**src/logic/mbsch_pkg.sv**
```systemverilog
// Constants for the slave command handler: function codes, exception codes, timing.
// Assumes a 100 MHz core clock and a byte-level UART outside the block.
package mbsch_pkg;
    localparam int CLK_HZ = 100_000_000;
    localparam logic [7:0] FC_READ = 8'h03;
    localparam logic [7:0] FC_WRITE_EE = 8'h06;
    localparam logic [7:0] FC_DIAG = 8'h08;
    localparam logic [7:0] FC_WRITE = 8'h41;
    localparam logic [7:0] FC_EXC_BIT = 8'h80;
    localparam logic [7:0] EX_ILL_FUNC = 8'h01;
    localparam logic [7:0] EX_ILL_ADDR = 8'h02;
    localparam logic [7:0] EX_ILL_FRAME = 8'h03;
    localparam logic [7:0] EX_SLAVE_PROT = 8'h04;
    localparam logic [7:0] BCAST_ADDR = 8'h00;
    localparam logic [15:0] CRC_INIT = 16'hffff;
    localparam logic [15:0] CRC_POLY = 16'ha001;
    localparam logic [15:0] FREQ_SETPOINT_REG = 16'h7015;
    localparam int MIN_LEGAL_LEN = 3;
    localparam int REQ_LEN = 8;
    localparam int MAX_READ_REGS = 16;
    localparam logic [15:0] DIAG_ECHO_SUB = 16'h0000;
    // Timeout setting unit: 1 ms
    localparam int TMO_UNIT_NS = 1_000_000;
    localparam int TMO_UNIT_CYC = TMO_UNIT_NS / 10;
    localparam int FIFO_DEPTH = 32;
endpackage

```
**src/logic/mbsch_fifo.sv**
```systemverilog
// Byte FIFO between the handler and the transmitter.
// Assumes one clock; drain side may stall at will.
`timescale 1ns/1ps
module mbsch_fifo #(
    parameter int WIDTH = 8,
    parameter int DEPTH = 32
) (
    input wire logic core_clk,
    input wire logic sys_rst,
    input wire logic in_valid,
    output logic in_ready,
    input wire logic [WIDTH-1:0] in_data,
    output logic out_valid,
    input wire logic out_ready,
    output logic [WIDTH-1:0] out_data
);
    localparam int AW = $clog2(DEPTH);
    if (WIDTH < 1 || DEPTH < 2 || (1 << AW) != DEPTH) begin : g_bad_shape
        $error("WIDTH must be positive and DEPTH a power of two");
    end
    logic [WIDTH-1:0] mem [DEPTH];
    logic [AW:0] wr_ptr;
    logic [AW:0] rd_ptr;
    logic do_wr;
    logic do_rd;
    assign in_ready = (wr_ptr - rd_ptr) != (AW+1)'(DEPTH);
    assign out_valid = wr_ptr != rd_ptr;
    assign do_wr = in_valid && in_ready;
    assign do_rd = out_valid && out_ready;
    assign out_data = mem[rd_ptr[AW-1:0]];
    always_ff @(posedge core_clk) begin
        if (do_wr) begin
            mem[wr_ptr[AW-1:0]] <= in_data;
        end
    end
    always_ff @(posedge core_clk) begin
        if (sys_rst) begin
            wr_ptr <= '0;
            rd_ptr <= '0;
        end else begin
            if (do_wr) wr_ptr <= wr_ptr + 1'b1;
            if (do_rd) rd_ptr <= rd_ptr + 1'b1;
        end
    end
endmodule

```
**src/logic/mbsch_handler.sv**
```systemverilog
// Slave command handler: frame check, function execution, reply build, timeout.
// Assumes a byte receiver giving rx_valid pulses and a transmitter draining tx_*.
`timescale 1ns/1ps
// Overview of operation
// - Flag timeout when time since last valid frame exceeds setting; zero disables.
// - Restart the timeout interval on each valid frame addressed here.
// - Valid frame needs correct function code, length and CRC from master.
// - EEPROM-backed requests may reply later than the normal response delay.
// - Function 41h writes register and echoes request including its CRC.
// - Exception reply: address, function with top bit set, code, CRC.
// - Internal unrecoverable fault gives exception code 04.
// - Read 03h replies address, function, byte count 2N, values high first, CRC.
// - Diagnostic 08h subfunction 0000 echoes the complete request.
// - Function 06h writes register, stores to EEPROM, echoes request.
// - Frequency setpoint register takes hundredths of hertz.
// - Frames delimited by 3.5 char idle; gap over 1.5 chars is error.
// - Discard frames failing address or minimum length silently.
module mbsch_handler
    import mbsch_pkg::*;
#(
    parameter int CHAR_CYC = 104167
) (
    input wire logic core_clk,
    input wire logic sys_rst,
    input wire logic [7:0] slave_addr,
    input wire logic [15:0] comm_timeout_setting,
    input wire logic [15:0] response_delay_setting,
    input wire logic [7:0] rx_data,
    input wire logic rx_valid,
    output logic tx_valid,
    input wire logic tx_ready,
    output logic [7:0] tx_data,
    output logic reg_req,
    output logic reg_we,
    output logic ee_store,
    output logic [15:0] reg_addr,
    output logic [15:0] reg_wdata,
    input wire logic [15:0] reg_rdata,
    input wire logic reg_ack,
    input wire logic reg_fault,
    input wire logic reg_bad_addr,
    output logic freq_setpoint_we,
    output logic [15:0] freq_setpoint,
    output logic comm_timeout
);
    localparam int GAP_FRAME = (CHAR_CYC * 7 + 1) / 2;
    localparam int GAP_ERR = (CHAR_CYC * 3 + 1) / 2;
    if (CHAR_CYC < 2) begin : g_bad_char
        $error("CHAR_CYC too small");
    end
    typedef enum logic [2:0] {
        MBSCH_IDLE = 3'b000,
        MBSCH_RECV = 3'b001,
        MBSCH_EXEC = 3'b010,
        MBSCH_WAIT = 3'b011,
        MBSCH_DELAY = 3'b100,
        MBSCH_SEND = 3'b101
    } mbsch_state_t;
    mbsch_state_t state;
    logic [7:0] rbuf [REQ_LEN];
    logic [7:0] obuf [5 + 2*MAX_READ_REGS];
    logic [5:0] rcount;
    logic [5:0] olen;
    logic [5:0] oidx;
    logic [5:0] widx;
    logic [15:0] rcrc;
    logic [15:0] ocrc;
    logic [31:0] gap_cnt;
    logic gap_err;
    logic [31:0] dly_cnt;
    logic [47:0] tmo_cnt;
    logic [15:0] tmo_ms;
    logic [15:0] rd_cnt;
    logic fifo_ready;
    logic fifo_valid;
    logic [7:0] fifo_data;
    logic crc_ok;
    logic legal;
    logic fc_known;
    logic frame_end;
    function automatic logic [15:0] crc_byte(input logic [15:0] c, input logic [7:0] d);
        logic [15:0] r;
        r = c ^ {8'h00, d};
        for (int i = 0; i < 8; i++) begin
            r = r[0] ? ((r >> 1) ^ CRC_POLY) : (r >> 1);
        end
        return r;
    endfunction
    assign frame_end = (state == MBSCH_RECV) && (gap_cnt >= 32'(GAP_FRAME));
    assign crc_ok = (rcrc == 16'h0000);
    assign legal = (rcount >= 6'(MIN_LEGAL_LEN))
        && (rbuf[0] == slave_addr || rbuf[0] == BCAST_ADDR);
    assign fc_known = rbuf[1] == FC_READ || rbuf[1] == FC_WRITE
        || rbuf[1] == FC_WRITE_EE || rbuf[1] == FC_DIAG;
    always_ff @(posedge core_clk) begin
        if (sys_rst) begin
            gap_cnt <= '0;
        end else if (rx_valid) begin
            gap_cnt <= '0;
        end else if (gap_cnt != 32'hffffffff) begin
            gap_cnt <= gap_cnt + 1'b1;
        end
    end
    always_ff @(posedge core_clk) begin
        if (sys_rst) begin
            state <= MBSCH_IDLE;
            rcount <= '0;
            rcrc <= CRC_INIT;
            gap_err <= 1'b0;
            olen <= '0;
            widx <= '0;
            reg_req <= 1'b0;
            reg_we <= 1'b0;
            ee_store <= 1'b0;
            reg_addr <= '0;
            reg_wdata <= '0;
            rd_cnt <= '0;
            dly_cnt <= '0;
            tmo_ms <= '0;
        end else begin
            unique case (state)
                MBSCH_IDLE: begin
                    rcount <= '0;
                    rcrc <= CRC_INIT;
                    gap_err <= 1'b0;
                    if (rx_valid && gap_cnt >= 32'(GAP_FRAME)) begin
                        rbuf[0] <= rx_data;
                        rcount <= 6'd1;
                        rcrc <= crc_byte(CRC_INIT, rx_data);
                        state <= MBSCH_RECV;
                    end
                end
                MBSCH_RECV: begin
                    if (rx_valid) begin
                        if (gap_cnt > 32'(GAP_ERR)) gap_err <= 1'b1;
                        if (rcount < 6'(REQ_LEN)) rbuf[rcount[2:0]] <= rx_data;
                        if (rcount != 6'h3f) rcount <= rcount + 1'b1;
                        rcrc <= crc_byte(rcrc, rx_data);
                    end else if (frame_end) begin
                        if (!legal || gap_err) begin
                            state <= MBSCH_IDLE;
                        end else begin
                            state <= MBSCH_EXEC;
                        end
                    end
                end
                MBSCH_EXEC: begin
                    obuf[0] <= rbuf[0];
                    obuf[1] <= rbuf[1] | FC_EXC_BIT;
                    olen <= 6'd3;
                    reg_addr <= {rbuf[2], rbuf[3]};
                    reg_wdata <= {rbuf[4], rbuf[5]};
                    rd_cnt <= {rbuf[4], rbuf[5]};
                    dly_cnt <= '0;
                    tmo_ms <= '0;
                    widx <= 6'd3;
                    state <= MBSCH_DELAY;
                    if (rcount != 6'(REQ_LEN) || !crc_ok) begin
                        obuf[2] <= EX_ILL_FRAME;
                    end else if (rbuf[1] == FC_WRITE || rbuf[1] == FC_WRITE_EE) begin
                        reg_req <= 1'b1;
                        reg_we <= 1'b1;
                        ee_store <= (rbuf[1] == FC_WRITE_EE);
                        state <= MBSCH_WAIT;
                    end else if (rbuf[1] == FC_READ) begin
                        if ({rbuf[4], rbuf[5]} == 16'h0000
                            || {rbuf[4], rbuf[5]} > 16'(MAX_READ_REGS)) begin
                            obuf[2] <= EX_ILL_ADDR;
                        end else begin
                            obuf[1] <= FC_READ;
                            obuf[2] <= {rbuf[5][6:0], 1'b0};
                            reg_req <= 1'b1;
                            reg_we <= 1'b0;
                            state <= MBSCH_WAIT;
                        end
                    end else if (rbuf[1] == FC_DIAG && {rbuf[2], rbuf[3]} == DIAG_ECHO_SUB) begin
                        for (int i = 0; i < REQ_LEN; i++) obuf[i] <= rbuf[i];
                        // Echo CRC is regenerated on send, so it matches the request's
                        olen <= 6'(REQ_LEN - 2);
                    end else begin
                        obuf[2] <= EX_ILL_FUNC;
                    end
                end
                MBSCH_WAIT: begin
                    if (reg_ack) begin
                        reg_req <= 1'b0;
                        reg_we <= 1'b0;
                        ee_store <= 1'b0;
                        if (reg_fault || reg_bad_addr) begin
                            obuf[1] <= rbuf[1] | FC_EXC_BIT;
                            obuf[2] <= reg_fault ? EX_SLAVE_PROT : EX_ILL_ADDR;
                            olen <= 6'd3;
                            state <= MBSCH_DELAY;
                        end else if (reg_we) begin
                            for (int i = 0; i < REQ_LEN; i++) obuf[i] <= rbuf[i];
                            olen <= 6'(REQ_LEN - 2);
                            state <= MBSCH_DELAY;
                        end else begin
                            obuf[widx] <= reg_rdata[15:8];
                            obuf[widx + 6'd1] <= reg_rdata[7:0];
                            widx <= widx + 6'd2;
                            if (rd_cnt == 16'd1) begin
                                olen <= widx + 6'd2;
                                state <= MBSCH_DELAY;
                            end else begin
                                rd_cnt <= rd_cnt - 1'b1;
                                reg_addr <= reg_addr + 1'b1;
                                reg_req <= 1'b1;
                            end
                        end
                    end
                    dly_cnt <= '0;
                    tmo_ms <= '0;
                end
                MBSCH_DELAY: begin
                    if (dly_cnt == 32'(TMO_UNIT_CYC - 1)) begin
                        dly_cnt <= '0;
                        tmo_ms <= tmo_ms + 1'b1;
                    end else begin
                        dly_cnt <= dly_cnt + 1'b1;
                    end
                    if (rbuf[0] == BCAST_ADDR) begin
                        state <= MBSCH_IDLE;
                    end else if (tmo_ms >= response_delay_setting) begin
                        oidx <= '0;
                        ocrc <= CRC_INIT;
                        state <= MBSCH_SEND;
                    end
                end
                MBSCH_SEND: begin
                    if (fifo_ready) begin
                        if (oidx == olen + 6'd1) state <= MBSCH_IDLE;
                        else if (oidx < olen) ocrc <= crc_byte(ocrc, obuf[oidx]);
                        oidx <= oidx + 1'b1;
                    end
                end
                default: state <= MBSCH_IDLE;
            endcase
            if (state != MBSCH_EXEC && state != MBSCH_WAIT) begin
                reg_req <= 1'b0;
                reg_we <= 1'b0;
                ee_store <= 1'b0;
            end
        end
    end
    always_comb begin
        fifo_valid = (state == MBSCH_SEND);
        if (oidx < olen) fifo_data = obuf[oidx];
        else if (oidx == olen) fifo_data = ocrc[7:0];
        else fifo_data = ocrc[15:8];
    end
    always_ff @(posedge core_clk) begin
        if (sys_rst) begin
            freq_setpoint_we <= 1'b0;
            freq_setpoint <= '0;
        end else begin
            freq_setpoint_we <= 1'b0;
            if (state == MBSCH_WAIT && reg_ack && reg_we && !reg_fault && !reg_bad_addr
                && reg_addr == FREQ_SETPOINT_REG) begin
                freq_setpoint_we <= 1'b1;
                freq_setpoint <= reg_wdata;
            end
        end
    end
    always_ff @(posedge core_clk) begin
        if (sys_rst) begin
            tmo_cnt <= '0;
            comm_timeout <= 1'b0;
        end else if (state == MBSCH_EXEC && rcount == 6'(REQ_LEN) && crc_ok
                     && rbuf[0] == slave_addr && fc_known) begin
            tmo_cnt <= '0;
            comm_timeout <= 1'b0;
        end else if (comm_timeout_setting == 16'h0000) begin
            tmo_cnt <= '0;
            comm_timeout <= 1'b0;
        end else begin
            if (tmo_cnt != 48'hffffffffffff) tmo_cnt <= tmo_cnt + 1'b1;
            if (tmo_cnt > 48'(comm_timeout_setting) * 48'(TMO_UNIT_CYC)) begin
                comm_timeout <= 1'b1;
            end
        end
    end
    mbsch_fifo #(
        .WIDTH(8),
        .DEPTH(FIFO_DEPTH)
    ) u_fifo (
        .core_clk(core_clk),
        .sys_rst(sys_rst),
        .in_valid(fifo_valid),
        .in_ready(fifo_ready),
        .in_data(fifo_data),
        .out_valid(tx_valid),
        .out_ready(tx_ready),
        .out_data(tx_data)
    );
endmodule

```
**config.mk**
```make
export PLATFORM = sky130hd
export DESIGN_NAME = mbsch_handler
export DESIGN_NICKNAME = d
export VERILOG_FILES = /design/src/logic/mbsch_pkg.sv /design/src/logic/mbsch_fifo.sv /design/src/logic/mbsch_handler.sv
export SDC_FILE = /design/constraint.sdc
export NUM_CORES = 2
export LEC_CHECK = 0
export ABC_AREA = 1
export ABC_CLOCK_PERIOD_IN_PS = 7750
export BUFFER_PORTS_ARGS = -buffer_cell sky130_fd_sc_hd__buf_2
export CORE_UTILIZATION = 60
export DETAILED_ROUTE_END_ITERATION = 12
export PLACE_DENSITY = 0.82
export SLEW_MARGIN = 20
export SYNTH_ARGS = -nofsm -noshare
export SYNTH_HDL_FRONTEND = slang
export SYNTH_SLANG_ARGS = --single-unit
export TNS_END_PERCENT = 1
```
**constraint.sdc**
```tcl
create_clock -name core_clk -period 7.75 [get_ports core_clk]
set_clock_uncertainty 0.15 [all_clocks]
set_input_delay 0.775 -clock core_clk [delete_from_list [all_inputs] [get_ports core_clk]]
set_output_delay 0.775 -clock core_clk [all_outputs]
set_load 0.01 [all_outputs]
```
==> run summary <==
========================================================================================================
Run status                                                                                  complete, no violations
Number of unique standard cell types used by synthesis                                                71
Max Slew Vio Count                                                                                     0
Hold depth                                                                                             2
Yosys synthesis warning count                                                                          0
CTS max path bufs                                                                                      3
Post-synthesis register bit count                                                                    920
Placement Rows                                                                                       105
Full die area                                                                                0.08452 mm2
Number of instances in the synthesized netlist                                                      5660
Initial core utilization                                                                          60.81%
Layout area overhead                                                                              8.918%
Compound-Gate Fraction of Synth Area                                                              14.61%
Final Power                                                                                    0.01535 W
Crit path launch type                                                                          input pin
Nets@finish                                                                                         5969
Overall fraction of global-route tracks in use                                                    31.94%
Predominant post-synthesis flop cell                                                            edfxtp_1
Total of buffers placed on input and output ports                                                    132
Classification of the worst-slack hold path                                                      reg2reg
Number of enable flip-flop cells after synthesis                                                     662
Pin count of the biggest net entering global routing                                                  89
Number of DRC violations after detailed routing                                                        0
Setup crit end kind                                                                                 flop
Critical Path AT                                                                                 6600 ps
Dominant combinational cell family by area after synthesis                                  simple AND/OR/NAND/NOR gates
Number of ports placed on the die boundary                                                           133
Category of the most critical setup path                                                          in2reg
Max Fanout on Critical Path                                                                            5
Setup slack of the most critical reg-to-reg path                                                 2920 ps
Post-synthesis sequential area ratio                                                              50.07%
Clock sink total                                                                                     920
DRT Wirelength                                                                                 138200 um
Sum of net half-perimeters after detailed placement                                             90570 um
Core area                                                                                    0.08224 mm2
Initial detailed-routing violation count                                                            5250
Ratio of cells with drive above 1 in the final layout                                             8.812%
Pwr Density                                                                                 281.7 mW/mm2
Total via count in the routed design                                                               41673
Post-CTS clock slew at the launch and capture registers of the worst setup and hold paths          60 ps
Diodes inserted                                                                                        0
H-tree levels                                                                                          3
Min Tclk post-route                                                                              6171 ps
Vias in the first global route                                                                     39021
Final global-route overflow total                                                                      0
Average routed wire per standard cell                                                           20.28 um
Clock Latency Late Sink                                                                           690 ps
Chip width                                                                                      290.7 um
Number of nets with antenna violations after routing                                                   0
Post-CTS setup repair buffer count                                                                     0
Xor and xnor area share after synthesis                                                           1.904%
Synth Area in Adders                                                                              6.474%
Fraction of the mapped netlist area in simple logic gates                                         20.22%
Actual slew at the worst max-slew pin                                                            1179 ps
Post-Route Setup TNS                                                                                0 ps
Number of vias per cell after detailed routing                                                     6.118
Most frequent standard cell in the layout excluding fill and tap cells                           nand2_1
Share of cell area taken by muxes after synthesis                                                     0%
Post-Syn Area                                                                                0.05001 mm2
Root buffer cell                                                                               clkbuf_16
Final number of hold-violating endpoints                                                               0
Cells on worst reg2reg path                                                                           12
FMAX                                                                                          0.1621 GHz
Die height                                                                                      290.7 um
Highest-count cells in the layout ignoring fill and taps                                    1090 x nand2_1, 662 x edfxtp_1, 519 x inv_1, 492 x nor2_1, 442 x o21ai_0
First-pass GRT wire length                                                                     213800 um
Relative slew slack                                                                               21.09%
Total CTS buffers                                                                                     95
Worst Path Required                                                                              8180 ps
Setup repair after global routing missed its margin                                                false
Leak pwr                                                                                        21.58 nW
Maxcap violations                                                                                      0
Drt pass-1 iters                                                                                       7
Fraction of the cycle the final worst path needs                                                  79.62%
Syn_area_per_cell                                                                              8.836 um2
Count of endpoints failing setup in the final report                                                   0
Async set or reset register ratio after synthesis                                                     0%
Count of cells resized by post-cts repair                                                              0
Hold_buf cts                                                                                           0
Worst voltage drop across the vdd grid                                                       0.0001987 V
Placer Congestion                                                                                 0.9496
Clock tree from TritonCTS                                                                           done
Number of antenna violations at the first check in global routing                                      2
Post-synthesis net count                                                                            5967
========================================================================================================
stage by stage:
stage               area (um2)  util [%]  worst slack (ps)  hold slack (ps)  instances
floorplan                50010         -              1772            285.1       5660
global placement         51190     62.24              1149            280.1       6635
detailed placement       51190     62.25              1021            285.6       6635
CTS                      54460     66.22              1683            281.5       6812
global route             54470     66.24              1172            310.0       6812
finish                   54470     66.24              1579            293.6       6812
area by class of cell:
| cell class | instances | area, um2 |
|---|---|---|
| fill | 6495 | 27770 |
| sequential | 920 | 25050 |
| multi-input combinational | 3909 | 21680 |
| clock buffer | 114 | 2530 |
| inverter | 552 | 2083 |
| tap | 1070 | 1339 |
| timing repair buffer | 184 | 1051 |
| clock inverter | 63 | 738.2 |
cells by family (layout without fill, tap and decap cells):
| group | after synthesis | after routing |
|---|---|---|
| AO/OA/AOI/OAI | 1282 | 1282 |
| buffers and inverters | 831 | 913 |
| XOR/XNOR | 107 | 107 |
| adder cells (fa/ha/maj) | 236 | 236 |
| flip-flops | 920 | 920 |
| AND/OR/NAND/NOR | 2284 | 2284 |
sequential cells by signal, indices dropped and copies added, names as in the netlist, 3 cells and up, named ones only:
signal and count:
obuf 320, u_fifo.mem 256, rbuf 64, tmo_cnt 48
dly_cnt 32, gap_cnt 32, freq_setpoint 16, ocrc 16
rcrc 16, rd_cnt 16, reg_addr 16, reg_wdata 16
tmo_ms 16, oidx 6, olen 6, rcount 6
u_fifo.rd_ptr 6, u_fifo.wr_ptr 6, widx 6, state 3
worst max-delay path: stages:
cell and delay (ps):
buf_2 140, ha_1 290, ha_1 150, inv_1 80
fa_1 580, fa_1 450, fa_1 540, inv_1 40
ha_1 320, nand2_1 90, nor3_1 160, nand2_1 80
o211ai_1 160, a21boi_0 230, o21bai_1 310, a21oi_1 160
o21ai_0 280, a21oi_1 110, o21ai_0 200, xnor2_1 100
ha_1 320, nand4_1 130, nor3_1 280, nand4_1 170
o211ai_1 220, o32ai_1 110, a21oi_1 130
worst paths after layout:
| path | from | endpoint |
|---|---|---|
| max | comm_timeout_setting[6] | comm_timeout |
| min | freq_setpoint[5] | freq_setpoint[5] |
| max reg2reg | state[1] | obuf[13][4] |
| min reg2reg | freq_setpoint[5] | freq_setpoint[5] |
synth_stat cells, types with 9 or more instances:
cell      number  area [um2]
a211oi_1      34       255.2
fa_1          38       760.7
or2_2         19       118.9
xor2_1        60       525.5
o221ai_1      71       621.9
nand2_1     1090        4091
a221oi_1      12       105.1
o21a_1        18       135.1
nor4_1        34       212.7
o21ai_0      472        2362
buf_2         62       310.3
o21ai_1      248        1241
buf_1         26       97.59
buf_6         15       168.9
o22ai_1       36       225.2
a21oi_1      243        1216
a31oi_1       30       187.7
nand4_1       79       494.2
o211ai_1      52       390.4
nand3_1      355        1777
inv_2         20       75.07
nor2_8         9       180.2
inv_1        523        1963
nor2_1       494        1854
o21ai_2       16       140.1
buf_4         11       82.58
nor2_2        10       62.56
nand2_2       26       162.7
dfxtp_1      258        5165
ha_1         198        2477
edfxtp_1     662       19880
nor2_4        14       157.7
clkbuf_1     165       619.3
xnor2_1       45       394.1
nor3_1        99       495.5
nand2_4       18       202.7
nor3b_1       12       90.09
where the power goes:
part	switching [W]	leakage, nW	internal, W
clock	0.00202	1.59	0.00275
combinational	0.00326	12.0	0.00148
sequential	0.000223	7.98	0.00562
metal layers:
layer | up-vias | GRT usage [%] | wire (um)
li1 | 19623 | - | -
met1 | 19221 | 42.94 | 53440
met2 | 2444 | 50.98 | 62810
met3 | 381 | 6.791 | 16560
met4 | 4 | 11.80 | 5328
met5 | - | 0 | 23
Power figures use the tool's default switching activity.
